[config.mk]
export PLATFORM = sky130hd
export DESIGN_NAME = ppd_divider
export DESIGN_NICKNAME = d
export VERILOG_FILES = /design/src/logic/ppd_decade.v /design/src/logic/ppd_divider.v
export VERILOG_INCLUDE_DIRS = /design/src /design/src/shared
export SDC_FILE = /design/constraint.sdc
export NUM_CORES = 1
export LEC_CHECK = 0
export ABC_AREA = 0
export BUFFER_PORTS_ARGS = -buffer_cell sky130_fd_sc_hd__buf_2
export CAP_MARGIN = 0
export CORE_MARGIN = 4
export CORE_UTILIZATION = 54
export CTS_CLUSTER_DIAMETER = 150
export DETAILED_ROUTE_END_ITERATION = 10
export PLACE_DENSITY = 0.74
export SLEW_MARGIN = 40
export SYNTH_ARGS = -nofsm -noshare
export SYNTH_HDL_FRONTEND = slang
export SYNTH_HIERARCHICAL = 1
export SYNTH_SLANG_ARGS = --single-unit
[constraint.sdc]
create_clock -name mclk -period 3.91 [get_ports mclk]
set_clock_uncertainty 0.1 [all_clocks]
set_input_delay 0.782 -clock mclk [delete_from_list [all_inputs] [get_ports mclk]]
set_output_delay 0.782 -clock mclk [all_outputs]
set_load 0.05 [all_outputs]
[src/shared/ppd_regs.vh]
// constants for the programmable preset divider
`ifndef PPD_REGS_VH
`define PPD_REGS_VH

// ============================================================
// counter module geometry
`define PPD_STAGES 5
`define PPD_STAGE_MSB 4
`define PPD_SEL_W 4
`define PPD_RATIO_W 10

// ============================================================
// selector decoding
`define PPD_SEL_MAX 4'h9
`define PPD_TERM_INDEX 4'h9
`define PPD_JOHNSON_HALF 4'h5

// ============================================================
// reset and preset values
`define PPD_STATE_RST 5'h00
`define PPD_HUND_EVEN_PRESET 5'h00
`define PPD_HUND_ODD_PRESET 5'h10
`define PPD_SEL_RST 4'h0
`define PPD_RATIO_RST 10'h1F4

// ============================================================
// division ratio terms
`define PPD_RATIO_BASE 10'h1F4
`define PPD_RATIO_ODD 10'h064

// ============================================================
// reload one-shot width, in input pulses
`define PPD_ONESHOT_PULSES 4'h2
`define PPD_ONESHOT_RST 4'h0

`endif

[src/logic/ppd_decade.v]
// five-stage presettable counter module
`timescale 1ns/1ns
`include "ppd_regs.vh"

module ppd_decade #(
    parameter STAGES = `PPD_STAGES
) (
    // clock and reset
    input wire mclk,
    input wire reset,
    // preset control
    input wire load,
    input wire [STAGES-1:0] preset_data_input,
    // counting
    input wire advance,
    input wire decade_mode,
    // stage outputs, bit 0 is the first stage
    output reg [STAGES-1:0] stage_q
);

    // ============================================================
    // serial input of the first stage
    // decade mode feeds back the inverted last stage: ten states
    // own mode is a self-starting five-state ring
    wire ring_in;
    wire serial_in;
    assign ring_in = ~(|stage_q[STAGES-2:0]);
    assign serial_in = decade_mode ? ~stage_q[STAGES-1] : ring_in;

    // ============================================================
    // one flop per stage, each preset from its own data input
    genvar gi;
    generate
        for (gi = 0; gi < STAGES; gi = gi + 1) begin : g_stage
            wire shift_in;
            if (gi == 0) begin : g_first
                assign shift_in = serial_in;
            end else begin : g_rest
                assign shift_in = stage_q[gi-1];
            end
            always @(posedge mclk or posedge reset) begin
                if (reset) begin
                    stage_q[gi] <= 1'b0;
                end else if (load) begin
                    stage_q[gi] <= preset_data_input[gi];
                end else if (advance) begin
                    stage_q[gi] <= shift_in;
                end
            end
        end
    endgenerate

endmodule // ppd_decade

[src/logic/ppd_divider.v]
// programmable preset divide-by-n for the synthesizer loop
`timescale 1ns/1ns
`include "ppd_regs.vh"

module ppd_divider #(
    parameter SEL_W = `PPD_SEL_W,
    parameter RATIO_W = `PPD_RATIO_W,
    parameter [3:0] ONESHOT_PULSES = `PPD_ONESHOT_PULSES
) (
    // clock and reset
    input wire mclk,
    input wire reset,
    // mixer-derived pulse train, asynchronous
    input wire mixer_pulse_in,
    // frequency selectors, bcd, asynchronous
    input wire [SEL_W-1:0] units_sel,
    input wire [SEL_W-1:0] tens_sel,
    input wire [SEL_W-1:0] hund_sel,
    // loop side
    output reg loop_reload_pulse,
    output reg first_detect_out,
    output reg final_detect_out,
    // status
    output reg [RATIO_W-1:0] division_ratio,
    output reg [`PPD_STAGE_MSB:0] units_state,
    output reg [`PPD_STAGE_MSB:0] tens_state,
    output reg [`PPD_STAGE_MSB:0] hund_state
);

    // ============================================================
    // johnson code of a state index: 0 = 00000, 5 = 11111, 9 = 10000
    function [`PPD_STAGE_MSB:0] johnson_code;
        input [3:0] idx;
        integer i;
        integer k;
        begin
            k = idx;
            johnson_code = `PPD_STATE_RST;
            for (i = 0; i < `PPD_STAGES; i = i + 1) begin
                if (k <= 5) begin
                    johnson_code[i] = (i < k);
                end else begin
                    johnson_code[i] = (i >= k - 5);
                end
            end
        end
    endfunction

    // ============================================================
    // clamp an out-of-range bcd digit to nine
    function [3:0] clamp_digit;
        input [3:0] d;
        begin
            if (d > `PPD_SEL_MAX) begin
                clamp_digit = `PPD_SEL_MAX;
            end else begin
                clamp_digit = d;
            end
        end
    endfunction

    // ============================================================
    // input synchronisers
    reg mix_s1_q;
    reg mix_s2_q;
    reg mix_s3_q;
    reg [SEL_W-1:0] units_s1_q;
    reg [SEL_W-1:0] units_s2_q;
    reg [SEL_W-1:0] tens_s1_q;
    reg [SEL_W-1:0] tens_s2_q;
    reg [SEL_W-1:0] hund_s1_q;
    reg [SEL_W-1:0] hund_s2_q;

    always @(posedge mclk or posedge reset) begin
        if (reset) begin
            mix_s1_q <= 1'b0;
            mix_s2_q <= 1'b0;
            mix_s3_q <= 1'b0;
            units_s1_q <= `PPD_SEL_RST;
            units_s2_q <= `PPD_SEL_RST;
            tens_s1_q <= `PPD_SEL_RST;
            tens_s2_q <= `PPD_SEL_RST;
            hund_s1_q <= `PPD_SEL_RST;
            hund_s2_q <= `PPD_SEL_RST;
        end else begin
            mix_s1_q <= mixer_pulse_in;
            mix_s2_q <= mix_s1_q;
            mix_s3_q <= mix_s2_q;
            units_s1_q <= units_sel;
            units_s2_q <= units_s1_q;
            tens_s1_q <= tens_sel;
            tens_s2_q <= tens_s1_q;
            hund_s1_q <= hund_sel;
            hund_s2_q <= hund_s1_q;
        end
    end

    // leading edge of an input pulse
    wire count_stb;
    assign count_stb = mix_s2_q & ~mix_s3_q;

    // ============================================================
    // selector digits and preset codes
    // the units and tens modules count up to index nine, so each is preset to
    // nine minus its digit and reaches the decode after that many
    wire [3:0] units_digit;
    wire [3:0] tens_digit;
    wire [3:0] hund_digit;
    wire hund_odd;
    wire [3:0] units_idx;
    wire [3:0] tens_idx;
    wire [`PPD_STAGE_MSB:0] units_preset;
    wire [`PPD_STAGE_MSB:0] tens_preset;
    wire [`PPD_STAGE_MSB:0] hund_preset;

    assign units_digit = clamp_digit(units_s2_q[3:0]);
    assign tens_digit = clamp_digit(tens_s2_q[3:0]);
    assign hund_digit = clamp_digit(hund_s2_q[3:0]);
    assign hund_odd = hund_digit[0];
    assign units_idx = `PPD_TERM_INDEX - units_digit;
    assign tens_idx = `PPD_TERM_INDEX - tens_digit;
    assign units_preset = johnson_code(units_idx);
    assign tens_preset = johnson_code(tens_idx);
    assign hund_preset = hund_odd ? `PPD_HUND_ODD_PRESET
                                  : `PPD_HUND_EVEN_PRESET;

    // ============================================================
    // reload and one-shot control
    reg reload_q;
    reg [3:0] oneshot_cnt_q;
    wire oneshot_gate1_n;
    wire hund_load;

    // first gate of the one-shot is low while it is triggered
    assign oneshot_gate1_n = ~reload_q;
    assign hund_load = ~oneshot_gate1_n;

    // ============================================================
    // counter modules
    wire [`PPD_STAGE_MSB:0] units_q;
    wire [`PPD_STAGE_MSB:0] tens_q;
    wire [`PPD_STAGE_MSB:0] hund_q;
    wire units_adv;
    wire tens_adv;
    wire hund_adv;
    wire first_det;
    wire final_det;

    // the units module is stepped by every input pulse
    assign units_adv = count_stb;
    // tens steps when the units inverted last stage rises
    assign tens_adv = count_stb & units_q[4] & ~units_q[3];
    // hundreds steps as each first-detect window is closed
    assign hund_adv = count_stb & first_det;

    ppd_decade #(
        .STAGES(`PPD_STAGES)
    ) u_units (
        .mclk(mclk),
        .reset(reset),
        .load(reload_q),
        .preset_data_input(units_preset),
        .advance(units_adv),
        .decade_mode(1'b1),
        .stage_q(units_q)
    );

    ppd_decade #(
        .STAGES(`PPD_STAGES)
    ) u_tens (
        .mclk(mclk),
        .reset(reset),
        .load(reload_q),
        .preset_data_input(tens_preset),
        .advance(tens_adv),
        .decade_mode(1'b1),
        .stage_q(tens_q)
    );

    ppd_decade #(
        .STAGES(`PPD_STAGES)
    ) u_hund (
        .mclk(mclk),
        .reset(reset),
        .load(hund_load),
        .preset_data_input(hund_preset),
        .advance(hund_adv),
        .decade_mode(1'b1),
        .stage_q(hund_q)
    );

    // ============================================================
    // terminal detect gates
    // first gate decodes index nine of both modules: stage four low,
    // last stage high, so all four nor inputs are low
    wire units_st4_in;
    wire units_st5n_in;
    wire tens_st4_in;
    wire tens_st5n_in;
    assign units_st4_in = units_q[3];
    assign units_st5n_in = ~units_q[4];
    assign tens_st4_in = tens_q[3];
    assign tens_st5n_in = ~tens_q[4];
    assign first_det = ~(units_st4_in | units_st5n_in |
                         tens_st4_in | tens_st5n_in);

    // second gate: inverted first detect and hundreds stages one and five
    wire first_det_n;
    wire hund_st1n_in;
    wire hund_st5n_in;
    assign first_det_n = ~first_det;
    assign hund_st1n_in = ~hund_q[0];
    assign hund_st5n_in = ~hund_q[4];
    assign final_det = ~(first_det_n | hund_st1n_in | hund_st5n_in);

    // ============================================================
    // reload pulse: one cycle per final detect; the decode stays high until
    // the presets load, so the ~reload_q term keeps it from firing twice per period
    always @(posedge mclk or posedge reset) begin
        if (reset) begin
            reload_q <= 1'b1;
        end else begin
            reload_q <= final_det & ~reload_q;
        end
    end

    // ============================================================
    // reload one-shot, width counted in input pulses
    always @(posedge mclk or posedge reset) begin
        if (reset) begin
            oneshot_cnt_q <= `PPD_ONESHOT_RST;
            loop_reload_pulse <= 1'b0;
        end else if (reload_q) begin
            oneshot_cnt_q <= ONESHOT_PULSES;
            loop_reload_pulse <= 1'b1;
        end else if (count_stb && oneshot_cnt_q != `PPD_ONESHOT_RST) begin
            oneshot_cnt_q <= oneshot_cnt_q - 4'h1;
            if (oneshot_cnt_q == 4'h1) begin
                loop_reload_pulse <= 1'b0;
            end
        end
    end

    // ============================================================
    // ratio implied by the settings
    wire [RATIO_W-1:0] units_term;
    wire [RATIO_W-1:0] tens_wide;
    wire [RATIO_W-1:0] tens_term;
    wire [RATIO_W-1:0] hund_term;
    wire [RATIO_W-1:0] ratio_d;
    assign units_term = {{(RATIO_W-4){1'b0}}, units_digit};
    assign tens_wide = {{(RATIO_W-4){1'b0}}, tens_digit};
    assign tens_term = (tens_wide << 3) + (tens_wide << 1);
    assign hund_term = hund_odd ? `PPD_RATIO_ODD : {RATIO_W{1'b0}};
    assign ratio_d = `PPD_RATIO_BASE + hund_term + tens_term
                     + units_term;

    // ============================================================
    // registered outputs
    always @(posedge mclk or posedge reset) begin
        if (reset) begin
            first_detect_out <= 1'b0;
            final_detect_out <= 1'b0;
            division_ratio <= `PPD_RATIO_RST;
            units_state <= `PPD_STATE_RST;
            tens_state <= `PPD_STATE_RST;
            hund_state <= `PPD_STATE_RST;
        end else begin
            first_detect_out <= first_det;
            final_detect_out <= final_det;
            division_ratio <= ratio_d;
            units_state <= units_q;
            tens_state <= tens_q;
            hund_state <= hund_q;
        end
    end

endmodule // ppd_divider

==> results of run 1 <==
-- per-stage QoR --
stage               setup slack, ns  instance area [um^2]
floorplan                    0.9712                  4025
global placement             0.5839                  4210
detailed placement           0.4893                  4210
CTS                          0.4459                  4429
global route                 0.1427                  4434
finish                       0.4065                  4434
-- state kept, by name, indices dropped and copies added (netlist names), 4 cells and up --
signal,flops
division_ratio,10
u_tens/g_stage.shift_in,4
hund_state,5
tens_state,5
tens_s2_q,4
units_s2_q,4
units_s1_q,4
tens_s1_q,4
hund_s2_q,4
hund_s1_q,4
oneshot_cnt_q,4
u_units/g_stage.shift_in,4
u_hund/g_stage.shift_in,4
units_state,5
-- power by group --
part           leakage (nW)  switching (mW)  internal (mW)
Clock                 0.111           0.274          0.377
Sequential            0.877          0.0798          0.932
Combinational          1.14           0.514          0.213
-- cells in the mapped netlist, types with 2 or more instances --
| master | n | area, um^2 |
|---|---|---|
| sky130_fd_sc_hd__o21ai_1 | 6 | 30.03 |
| sky130_fd_sc_hd__buf_6 | 2 | 22.52 |
| sky130_fd_sc_hd__buf_1 | 3 | 11.26 |
| sky130_fd_sc_hd__o21ai_0 | 23 | 115.1 |
| sky130_fd_sc_hd__buf_2 | 2 | 10.01 |
| sky130_fd_sc_hd__mux2i_1 | 12 | 120.1 |
| sky130_fd_sc_hd__and3b_1 | 2 | 17.52 |
| sky130_fd_sc_hd__conb_1 | 2 | 7.510 |
| sky130_fd_sc_hd__a22oi_1 | 2 | 15.01 |
| sky130_fd_sc_hd__a2111oi_0 | 2 | 17.52 |
| sky130_fd_sc_hd__dfrtp_1 | 68 | 1702 |
| sky130_fd_sc_hd__a211o_1 | 3 | 26.28 |
| sky130_fd_sc_hd__a211oi_1 | 4 | 30.03 |
| sky130_fd_sc_hd__a21oi_1 | 9 | 45.04 |
| sky130_fd_sc_hd__o22ai_1 | 2 | 12.51 |
| sky130_fd_sc_hd__nor2_1 | 29 | 108.9 |
| sky130_fd_sc_hd__nand2b_1 | 9 | 56.30 |
| sky130_fd_sc_hd__xor2_1 | 3 | 26.28 |
| sky130_fd_sc_hd__nor2b_1 | 12 | 75.07 |
| sky130_fd_sc_hd__o221ai_1 | 5 | 43.79 |
| sky130_fd_sc_hd__o31ai_1 | 2 | 15.01 |
| sky130_fd_sc_hd__ha_1 | 40 | 500.5 |
| sky130_fd_sc_hd__xnor2_1 | 7 | 61.31 |
| sky130_fd_sc_hd__clkbuf_1 | 6 | 22.52 |
| sky130_fd_sc_hd__dfstp_2 | 7 | 183.9 |
| sky130_fd_sc_hd__nor3_1 | 3 | 15.01 |
| sky130_fd_sc_hd__a31o_2 | 2 | 17.52 |
| sky130_fd_sc_hd__buf_4 | 12 | 90.09 |
| sky130_fd_sc_hd__o221a_1 | 2 | 22.52 |
| sky130_fd_sc_hd__or4_1 | 3 | 22.52 |
| sky130_fd_sc_hd__a31oi_1 | 2 | 12.51 |
| sky130_fd_sc_hd__fa_1 | 2 | 40.04 |
| sky130_fd_sc_hd__a21o_1 | 3 | 22.52 |
| sky130_fd_sc_hd__nand4_1 | 4 | 25.02 |
| sky130_fd_sc_hd__a22o_1 | 3 | 26.28 |
| sky130_fd_sc_hd__nand3_1 | 3 | 15.01 |
| sky130_fd_sc_hd__nand2_1 | 33 | 123.9 |
| sky130_fd_sc_hd__inv_1 | 35 | 131.4 |
-- final cells by class --
class | instances | area (um^2)
fill | 634 | 2780
sequential | 75 | 1886
multi-input combinational | 255 | 1853
timing repair buffer | 43 | 217.7
clock buffer | 12 | 145.1
inverter | 36 | 135.1
tap | 99 | 123.9
clock inverter | 4 | 73.82
-- how the worst max path moves through the flow --
| stage | start | endpoint | slack, ns | depth (start not counted) |
|---|---|---|---|---|
| floorplan | tens_s2_q[3]$_DFF_PP0_ | u_tens/g_stage[1].shift_in$_DFFE_PP0P_ | 0.97 | 13 |
| global placement | tens_s2_q[3]$_DFF_PP0_ | u_tens/g_stage[1].shift_in$_DFFE_PP0P_ | 0.58 | 12 |
| global route | tens_s2_q[3]$_DFF_PP0_ | u_tens/g_stage[1].shift_in$_DFFE_PP0P_ | 0.14 | 12 |
| CTS | tens_s2_q[3]$_DFF_PP0_ | u_tens/g_stage[1].shift_in$_DFFE_PP0P_ | 0.45 | 12 |
| finish | tens_s2_q[3]$_DFF_PP0_ | u_tens/g_stage[1].shift_in$_DFFE_PP0P_ | 0.41 | 12 |
| detailed placement | tens_s2_q[3]$_DFF_PP0_ | u_tens/g_stage[1].shift_in$_DFFE_PP0P_ | 0.49 | 12 |
-- cells by family after synthesis --
kind of cell | after synthesis
simple gates | 101
compound gates | 78
flops | 75
buf+inv | 61
fa+ha+maj | 42
xor+xnor | 12
mux | 12
other cells | 2
-- worst max-delay path: stages, from the launching register on --
cell	delay, ns
sky130_fd_sc_hd__dfrtp_1	0.45
sky130_fd_sc_hd__nor2b_1	0.34
sky130_fd_sc_hd__inv_1	0.25
sky130_fd_sc_hd__ha_1	0.29
sky130_fd_sc_hd__xnor2_2	0.44
sky130_fd_sc_hd__o221ai_1	0.35
sky130_fd_sc_hd__a21oi_1	0.23
sky130_fd_sc_hd__ha_1	0.26
sky130_fd_sc_hd__nor2_1	0.11
sky130_fd_sc_hd__nand2_1	0.05
sky130_fd_sc_hd__a21oi_1	0.12
sky130_fd_sc_hd__and3b_1	0.18
sky130_fd_sc_hd__a22o_1	0.23
-- routing by layer --
layer | global-route usage | vias to the layer above | share of wire
li1 | - | 1352 | -
met1 | 0.2088 | 1256 | 0.45
met2 | 0.2915 | 67 | 0.49
met3 | 0.04567 | 14 | 0.045
met4 | 0.05415 | 0 | 0.016
met5 | 0 | - | 0
==> results.sh, run 1 <==
export IMPL_via_per_inst=5.132
export IMPL_number_of_sinks_on_the_clock_net=75
export IMPL_io_pin_count=43
export IMPL_critPathLaunchType="flip-flop"
export IMPL_core_area_um2=7214
export IMPL_finalWorstPathRequiredPeriod_ns=3.503
export IMPL_synthSimpleGateAreaFrac=0.1209
export IMPL_post_cts_setup_driven_buffer_insertion_count=0
export IMPL_num_rows=31
export IMPL_drt_wirelength_per_cell_um=12.99
export IMPL_detailedRoute_firstIterationViolations=80
export IMPL_rr_worst_depth=12
export IMPL_maxCapViolations=0
export IMPL_gpl_final_weighted_congestion=0.9020
export IMPL_initial_cell_density_of_the_core=0.5538
export IMPL_worst_setup_path_type="reg2reg"
export IMPL_port_buffers=42
export IMPL_max_vdd_ir_drop_mv=0.4008
export IMPL_yosys_mux_area_fraction=0.03007
export IMPL_post_cts_resize_count=0
export IMPL_status="finished, final reports clean"
export IMPL_totalPowerFinal_mw=2.391
export IMPL_finalNonFillerCells=524
export IMPL_final_max_slew_violation_count=0
export IMPL_n_antenna_cell=0
export IMPL_worst_skew_pair_late_latency_ns=0.34
export IMPL_postCtsHoldBufs=0
export IMPL_finalSetupViolations=0
export IMPL_synth_seq_cells=75
export IMPL_numCtsBuffers=9
export IMPL_timing_hold_worst_endpoint="hund_s2_q[2]$_DFF_PP0_"
export IMPL_first_global_vias=2689
export IMPL_timing_rr_start="tens_s2_q[3]$_DFF_PP0_"
export IMPL_synth_yosys_seq_area_share=0.4720
export IMPL_area_added_between_synthesis_and_finish_pct=10.99
export IMPL_hp_class="reg2reg"
export IMPL_path_clk_slew_ns=0.07
export IMPL_synth_edf_count=0
export IMPL_finalHoldViolCount=0
export IMPL_min_from="hund_s1_q[2]$_DFF_PP0_"
export IMPL_drive_above_1_share=0.1718
export IMPL_grt_antenna_before_repair=0
export IMPL_cts_root_buffer_cell="sky130_fd_sc_hd__clkbuf_8"
export IMPL_globalRoute_totalOverflow=0
export IMPL_synth_top_family_by_area="adder cells"
export IMPL_postRouteWirelength_um=6808
export IMPL_place_inst=508
export IMPL_postSynth_topFlopCell="sky130_fd_sc_hd__dfrtp_1"
export IMPL_worstMarginPinSlew_ns=0.5298
export IMPL_synth_fa_ha_area_frac=0.1353
export IMPL_compound_cell_area_share_of_the_yosys_netlist=0.1340
export IMPL_antenna_left=0
export IMPL_cell_count_after_synthesis=383
export IMPL_most_used_cells_in_the_layout_excluding_fill_and_tap_cells="68 x sky130_fd_sc_hd__dfrtp_1, 42 x sky130_fd_sc_hd__buf_2, 40 x sky130_fd_sc_hd__ha_1"
export IMPL_final_net_count=477
export IMPL_synth_cell_type_count=52
export IMPL_holdPathStages=0
export IMPL_post_route_period_util=0.8960
export IMPL_slew_margin_rel=0.6451
export IMPL_static_leakage_power_nw=2.132
export IMPL_finalHoldWorstSlack_ns=0.2504
export IMPL_synth_cell_area_um2=3995
export IMPL_grt_setup_unrepaired="false"
export IMPL_die_width_um=94.02
export IMPL_drc_errors=0
export IMPL_die_area_um2=8839
export IMPL_synth_area_per_cell_um2=10.43
export IMPL_r2r_slack_ns=0.41
export IMPL_maxClockFrequency_mhz=285.4
export IMPL_chipHeight_um=94.02
export IMPL_power_per_cell_area_nw_per_um2=539.1
export IMPL_grt_first_pass_wirelength_um=11830
export IMPL_ys_async_sr_fraction=1.000
export IMPL_clock_tree_htree_level_count=3
export IMPL_setup_total_negative_slack_ns=0
export IMPL_mostFrequentLayoutCell="sky130_fd_sc_hd__dfrtp_1"
export IMPL_gr_usage_all_layers=0.1703
export IMPL_cp_end_kind="flip-flop"
export IMPL_synthesized_area_fraction_occupied_by_xor_and_xnor_cells=0.03288
export IMPL_critical_path_required_ns=4.04
export IMPL_tritoncts="done"
export IMPL_firstDrtPassIters=4
export IMPL_ctsLongestPathBuffers=2
export IMPL_worst_ep_arrival_time_ns=3.63
export IMPL_reg2reg_to="u_tens/g_stage[1].shift_in$_DFFE_PP0P_"
export IMPL_grt_start_max_net_pins=38
export IMPL_crit_path_max_fanout=12
export IMPL_finalCoreUtilization=0.6146
export IMPL_yosys_warnings=6
export IMPL_hpwl_um=5098
export IMPL_vias=2689
(Power assumes the default switching activity.)
==> inputs of run 2 (changes only) <==
- CTS_BUF_LIST: default -> sky130_fd_sc_hd__clkbuf_4 sky130_fd_sc_hd__clkbuf_8 sky130_fd_sc_hd__clkbuf_16
==> results.sh, run 2 (synthesized netlist as in run 1, its figures left out) <==
export IMPL_grt_start_max_net_pins=38
export IMPL_final_max_slew_violation_count=0
export IMPL_worst_skew_pair_late_latency_ns=0.35
export IMPL_maxClockFrequency_mhz=285.4
export IMPL_drt_wirelength_per_cell_um=13.00
export IMPL_static_leakage_power_nw=2.139
export IMPL_place_area_um2=4210
export IMPL_worstSetupStartpoint="tens_s2_q[3]$_DFF_PP0_"
export IMPL_hpwl_um=5098
export IMPL_postCtsHoldBufs=0
export IMPL_largest_register_ffs=10
export IMPL_ctsLongestPathBuffers=2
export IMPL_post_route_cell_area_um2=4442
export IMPL_num_rows=31
export IMPL_status="finished, final reports clean"
export IMPL_timing_rr_start="tens_s2_q[3]$_DFF_PP0_"
export IMPL_dp_worst_setup_slack_ns=0.4893
export IMPL_chipHeight_um=94.02
export IMPL_first_global_vias=2689
export IMPL_postRouteWirelength_um=6812
export IMPL_drc_errors=0
export IMPL_gr_usage_all_layers=0.1703
export IMPL_worst_setup_path_type="reg2reg"
export IMPL_maxCapViolations=0
export IMPL_io_pin_count=43
export IMPL_post_cts_resize_count=0
export IMPL_min_from="hund_s1_q[2]$_DFF_PP0_"
export IMPL_via_per_inst=5.132
export IMPL_path_clk_slew_ns=0.07
export IMPL_setup_total_negative_slack_ns=0
export IMPL_detailedRoute_firstIterationViolations=80
export IMPL_numCtsBuffers=9
export IMPL_firstDrtPassIters=4
export IMPL_place_inst=508
export IMPL_critical_path_required_ns=4.04
export IMPL_die_width_um=94.02
export IMPL_gpl_final_weighted_congestion=0.9020
export IMPL_worst_ep_arrival_time_ns=3.64
export IMPL_tritoncts="done"
export IMPL_finalHoldViolCount=0
export IMPL_grt_setup_unrepaired="false"
export IMPL_final_worst_path_setup_slack_ns=0.4066
export IMPL_clock_tree_htree_level_count=3
export IMPL_grt_antenna_before_repair=0
export IMPL_slew_margin_rel=0.6451
export IMPL_number_of_sinks_on_the_clock_net=75
export IMPL_core_area_um2=7214
export IMPL_die_area_um2=8839
export IMPL_cts_root_buffer_cell="sky130_fd_sc_hd__clkbuf_8"
export IMPL_drive_above_1_share=0.1765
export IMPL_finalNonFillerCells=524
export IMPL_antenna_left=0
export IMPL_finalCoreUtilization=0.6157
export IMPL_hp_class="reg2reg"
export IMPL_max_vdd_ir_drop_mv=0.4007
export IMPL_finalWorstPathRequiredPeriod_ns=3.503
export IMPL_area_added_between_synthesis_and_finish_pct=11.18
export IMPL_most_used_cells_in_the_layout_excluding_fill_and_tap_cells="68 x sky130_fd_sc_hd__dfrtp_1, 42 x sky130_fd_sc_hd__buf_2, 40 x sky130_fd_sc_hd__ha_1"
export IMPL_critPathLaunchType="flip-flop"
export IMPL_mostFrequentLayoutCell="sky130_fd_sc_hd__dfrtp_1"
export IMPL_n_antenna_cell=0
export IMPL_regMostFlops="division_ratio"
export IMPL_grt_first_pass_wirelength_um=11830
export IMPL_initial_cell_density_of_the_core=0.5538
export IMPL_final_net_count=477
export IMPL_port_buffers=42
export IMPL_vias=2689
export IMPL_post_route_period_util=0.8960
export IMPL_nFillCells=635
export IMPL_crit_path_max_fanout=12
export IMPL_cp_end_kind="flip-flop"
export IMPL_worstMarginPinSlew_ns=0.5298
export IMPL_power_per_cell_area_nw_per_um2=541.3
export IMPL_multi_input_area_um2=1853
export IMPL_post_cts_setup_driven_buffer_insertion_count=0
export IMPL_finalSetupViolations=0
export IMPL_globalRoute_totalOverflow=0
export IMPL_sequential_cell_area_um2=1886
run 2: cell counts in the layout (fill, tap and decap cells not counted):
Identical to the previous run, type by type.
run 2: worst paths after layout:
check                                                          end  slack (ns)  depth (start not counted)
setup reg to reg            u_tens/g_stage[1].shift_in$_DFFE_PP0P_        0.41                         12
hold / removal                              hund_s2_q[2]$_DFF_PP0_        0.25                          0
min in group asynchronous  u_units/g_stage[1].shift_in$_DFFE_PP0P_        0.27                          2
hold reg to reg                             hund_s2_q[2]$_DFF_PP0_        0.25                          0
max in group asynchronous              division_ratio[5]$_DFF_PP1_        2.47                          3
setup / recovery            u_tens/g_stage[1].shift_in$_DFFE_PP0P_        0.41                         12
run 2: layer usage:
metal	vias to the layer above	track usage	share of wire
met5	-	0	0
met4	0	0.05415	0.017
met3	14	0.04567	0.045
met2	64	0.2915	0.49
met1	1259	0.2088	0.45
li1	1352	-	-
run 2: final cells by class:
| type | instances | area share |
|---|---|---|
| tap | 99 | 0.02789 |
| clock inverter | 4 | 0.01662 |
| timing repair buffer | 43 | 0.04901 |
| multi-input combinational | 255 | 0.4172 |
| clock buffer | 12 | 0.03437 |
| sequential | 75 | 0.4245 |
| inverter | 36 | 0.03042 |
run 2: power by group:
group / leakage (nW) / internal [mW] / total [mW] / switching (mW)
combinational: 1.14 / 0.213 / 0.727 / 0.514
clock: 0.117 / 0.391 / 0.665 / 0.274
sequential: 0.877 / 0.932 / 1.01 / 0.0798
total: 2.14 / 1.54 / 2.40 / 0.868
run 2: stage by stage:
| stage | hold slack (ns) | power [mW] |
|---|---|---|
| after floorplan | 0.2312 | 1.643 |
| after global placement | 0.2343 | 1.741 |
| after detailed placement | 0.2347 | 1.753 |
| after CTS | 0.2516 | 2.421 |
| after global routing | 0.2579 | 2.537 |
| final | 0.2504 | 2.405 |
run 2: critical path: stages (launching register included):
cell and delay [ns]:
sky130_fd_sc_hd__dfrtp_1 0.45, sky130_fd_sc_hd__nor2b_1 0.34, sky130_fd_sc_hd__inv_1 0.25, sky130_fd_sc_hd__ha_1 0.29
sky130_fd_sc_hd__xnor2_2 0.44, sky130_fd_sc_hd__o221ai_1 0.35, sky130_fd_sc_hd__a21oi_1 0.23, sky130_fd_sc_hd__ha_1 0.26
sky130_fd_sc_hd__nor2_1 0.11, sky130_fd_sc_hd__nand2_1 0.05, sky130_fd_sc_hd__a21oi_1 0.12, sky130_fd_sc_hd__and3b_1 0.18
sky130_fd_sc_hd__a22o_1 0.23
==> inputs of run 3 (changes only) <==
- CORE_UTILIZATION: 54 -> 55
- PLACE_DENSITY: 0.74 -> 0.75
- clock period: 3.91 -> 3.35 ns (I/O delays scaled with it)
==> results.sh, run 3 (synthesized netlist as in run 1, its figures left out) <==
export IMPL_firstDrtPassIters=5
export IMPL_critPathMaxStageDelay_ns=0.44
export IMPL_regMostFlops="division_ratio"
export IMPL_port_buffers=42
export IMPL_finalCoreUtilization=0.6467
export IMPL_power_per_cell_area_nw_per_um2=610.7
export IMPL_grt_first_pass_wirelength_um=12120
export IMPL_path_clk_slew_ns=0.08
export IMPL_final_net_count=482
export IMPL_static_leakage_power_nw=2.157
export IMPL_post_cts_setup_driven_buffer_insertion_count=0
export IMPL_setup_total_negative_slack_ns=0
export IMPL_antenna_left=0
export IMPL_mostFrequentLayoutCell="sky130_fd_sc_hd__dfrtp_1"
export IMPL_core_area_um2=6907
export IMPL_final_max_slew_violation_count=0
export IMPL_via_per_inst=5.171
export IMPL_maxClockFrequency_mhz=324.5
export IMPL_die_area_um2=8691
export IMPL_tritoncts="done"
export IMPL_drive_above_1_share=0.1884
export IMPL_first_global_vias=2717
export IMPL_hpwl_um=5311
export IMPL_drc_errors=0
export IMPL_number_of_sinks_on_the_clock_net=75
export IMPL_grt_setup_unrepaired="false"
export IMPL_drt_wirelength_per_cell_um=13.25
export IMPL_globalRoute_totalOverflow=0
export IMPL_crit_path_max_fanout=7
export IMPL_dp_worst_setup_slack_ns=0.2062
export IMPL_worst_skew_pair_late_latency_ns=0.34
export IMPL_area_added_between_synthesis_and_finish_pct=11.81
export IMPL_gr_usage_all_layers=0.1763
export IMPL_ctsLongestPathBuffers=2
export IMPL_final_worst_path_setup_slack_ns=0.2685
export IMPL_worstPathCellList="nand2b_1 > inv_1 > ha_1 > nand2b_1 > o221ai_2 > a21oi_1 > ha_1 > nor2_1 > nand2_1 > a21oi_1 > and3b_1 > a22o_1"
export IMPL_status="finished, final reports clean"
export IMPL_place_inst=510
export IMPL_cts_root_buffer_cell="sky130_fd_sc_hd__clkbuf_8"
export IMPL_finalWorstPathRequiredPeriod_ns=3.081
export IMPL_initial_cell_density_of_the_core=0.5784
export IMPL_numCtsBuffers=9
export IMPL_critPathLaunchType="flip-flop"
export IMPL_critical_path_required_ns=3.48
export IMPL_timing_rr_start="units_s2_q[3]$_DFF_PP0_"
export IMPL_max_vdd_ir_drop_mv=0.5417
export IMPL_finalSetupViolations=0
export IMPL_post_route_period_util=0.9198
export IMPL_grt_start_max_net_pins=37
export IMPL_cp_end_kind="flip-flop"
export IMPL_finalNonFillerCells=526
export IMPL_maxCapViolations=0
export IMPL_vias=2720
export IMPL_worst_ep_arrival_time_ns=3.21
export IMPL_slew_margin_rel=0.6407
export IMPL_n_antenna_cell=0
export IMPL_hp_class="in2async"
export IMPL_worstMarginPinSlew_ns=0.5378
export IMPL_finalHoldViolCount=0
export IMPL_chipHeight_um=93.23
export IMPL_postCtsHoldBufs=0
export IMPL_finalHoldWorstSlack_ns=0.1507
export IMPL_worst_setup_path_type="reg2reg"
export IMPL_grt_antenna_before_repair=0
export IMPL_detailedRoute_firstIterationViolations=74
export IMPL_io_pin_count=43
export IMPL_postRouteWirelength_um=6967
export IMPL_num_rows=30
export IMPL_largest_register_ffs=10
export IMPL_post_cts_resize_count=0
export IMPL_worstSetupStartpoint="units_s2_q[3]$_DFF_PP0_"
export IMPL_gpl_final_weighted_congestion=0.9046
export IMPL_clock_tree_htree_level_count=3
export IMPL_most_used_cells_in_the_layout_excluding_fill_and_tap_cells="68 x sky130_fd_sc_hd__dfrtp_1, 42 x sky130_fd_sc_hd__buf_2, 40 x sky130_fd_sc_hd__ha_1"
export IMPL_critical_path_cell_with_the_highest_stage_delay="sky130_fd_sc_hd__dfrtp_1"
export IMPL_die_width_um=93.23
## run 3: worst paths after layout
kind,endpoint,slack [ns],cells after the start
min reg2reg,mix_s2_q$_DFF_PP0_,0.25,0
min,u_hund/stage_q[4]$_DFFE_PP0P_,0.15,2
max in group asynchronous,division_ratio[4]$_DFF_PP1_,2.20,3
max reg2reg,u_units/g_stage[1].shift_in$_DFFE_PP0P_,0.27,12
min in group mclk,mix_s2_q$_DFF_PP0_,0.25,0
max,u_units/g_stage[1].shift_in$_DFFE_PP0P_,0.27,12
## run 3: report_power, final
part / internal, mW / switching (mW)
Sequential: 1.09 / 0.0903
Clock: 0.364 / 0.329
Combinational: 0.254 / 0.602
## run 3: layout make-up
type	instances	area, um^2
Inverter	36	135.1
Timing Repair Buffer	48	267.8
Fill cell	590	2440
Multi-Input combinational cell	255	1858
Clock buffer	10	137.6
Tap cell	96	120.1
Clock inverter	6	62.56
Sequential cell	75	1886
## run 3: layer usage
layer	up-vias	wire (um)	GRT usage
li1	1361	-	-
met1	1279	3144	0.2195
met2	65	3382	0.2966
met3	15	298	0.04505
met4	0	141	0.06227
met5	-	0	0
## run 3: metrics by stage
step | power, mW | area, um^2
2_1_floorplan | 1.917 | 4025
3_3_place_gp | 2.044 | 4257
3_5_place_dp | 2.054 | 4257
4_1_cts | 2.754 | 4457
5_1_grt | 2.888 | 4467
6_report | 2.728 | 4467
## run 3: critical path: cells and delay by family (launching register included)
kind                     cells  cell delay (ns)
buffers and inverters        1             0.17
AND/OR/NAND/NOR              5             0.89
adder cells (fa/ha/maj)      2             0.62
flip-flops                   1             0.44
AO/OA/AOI/OAI                4             0.75
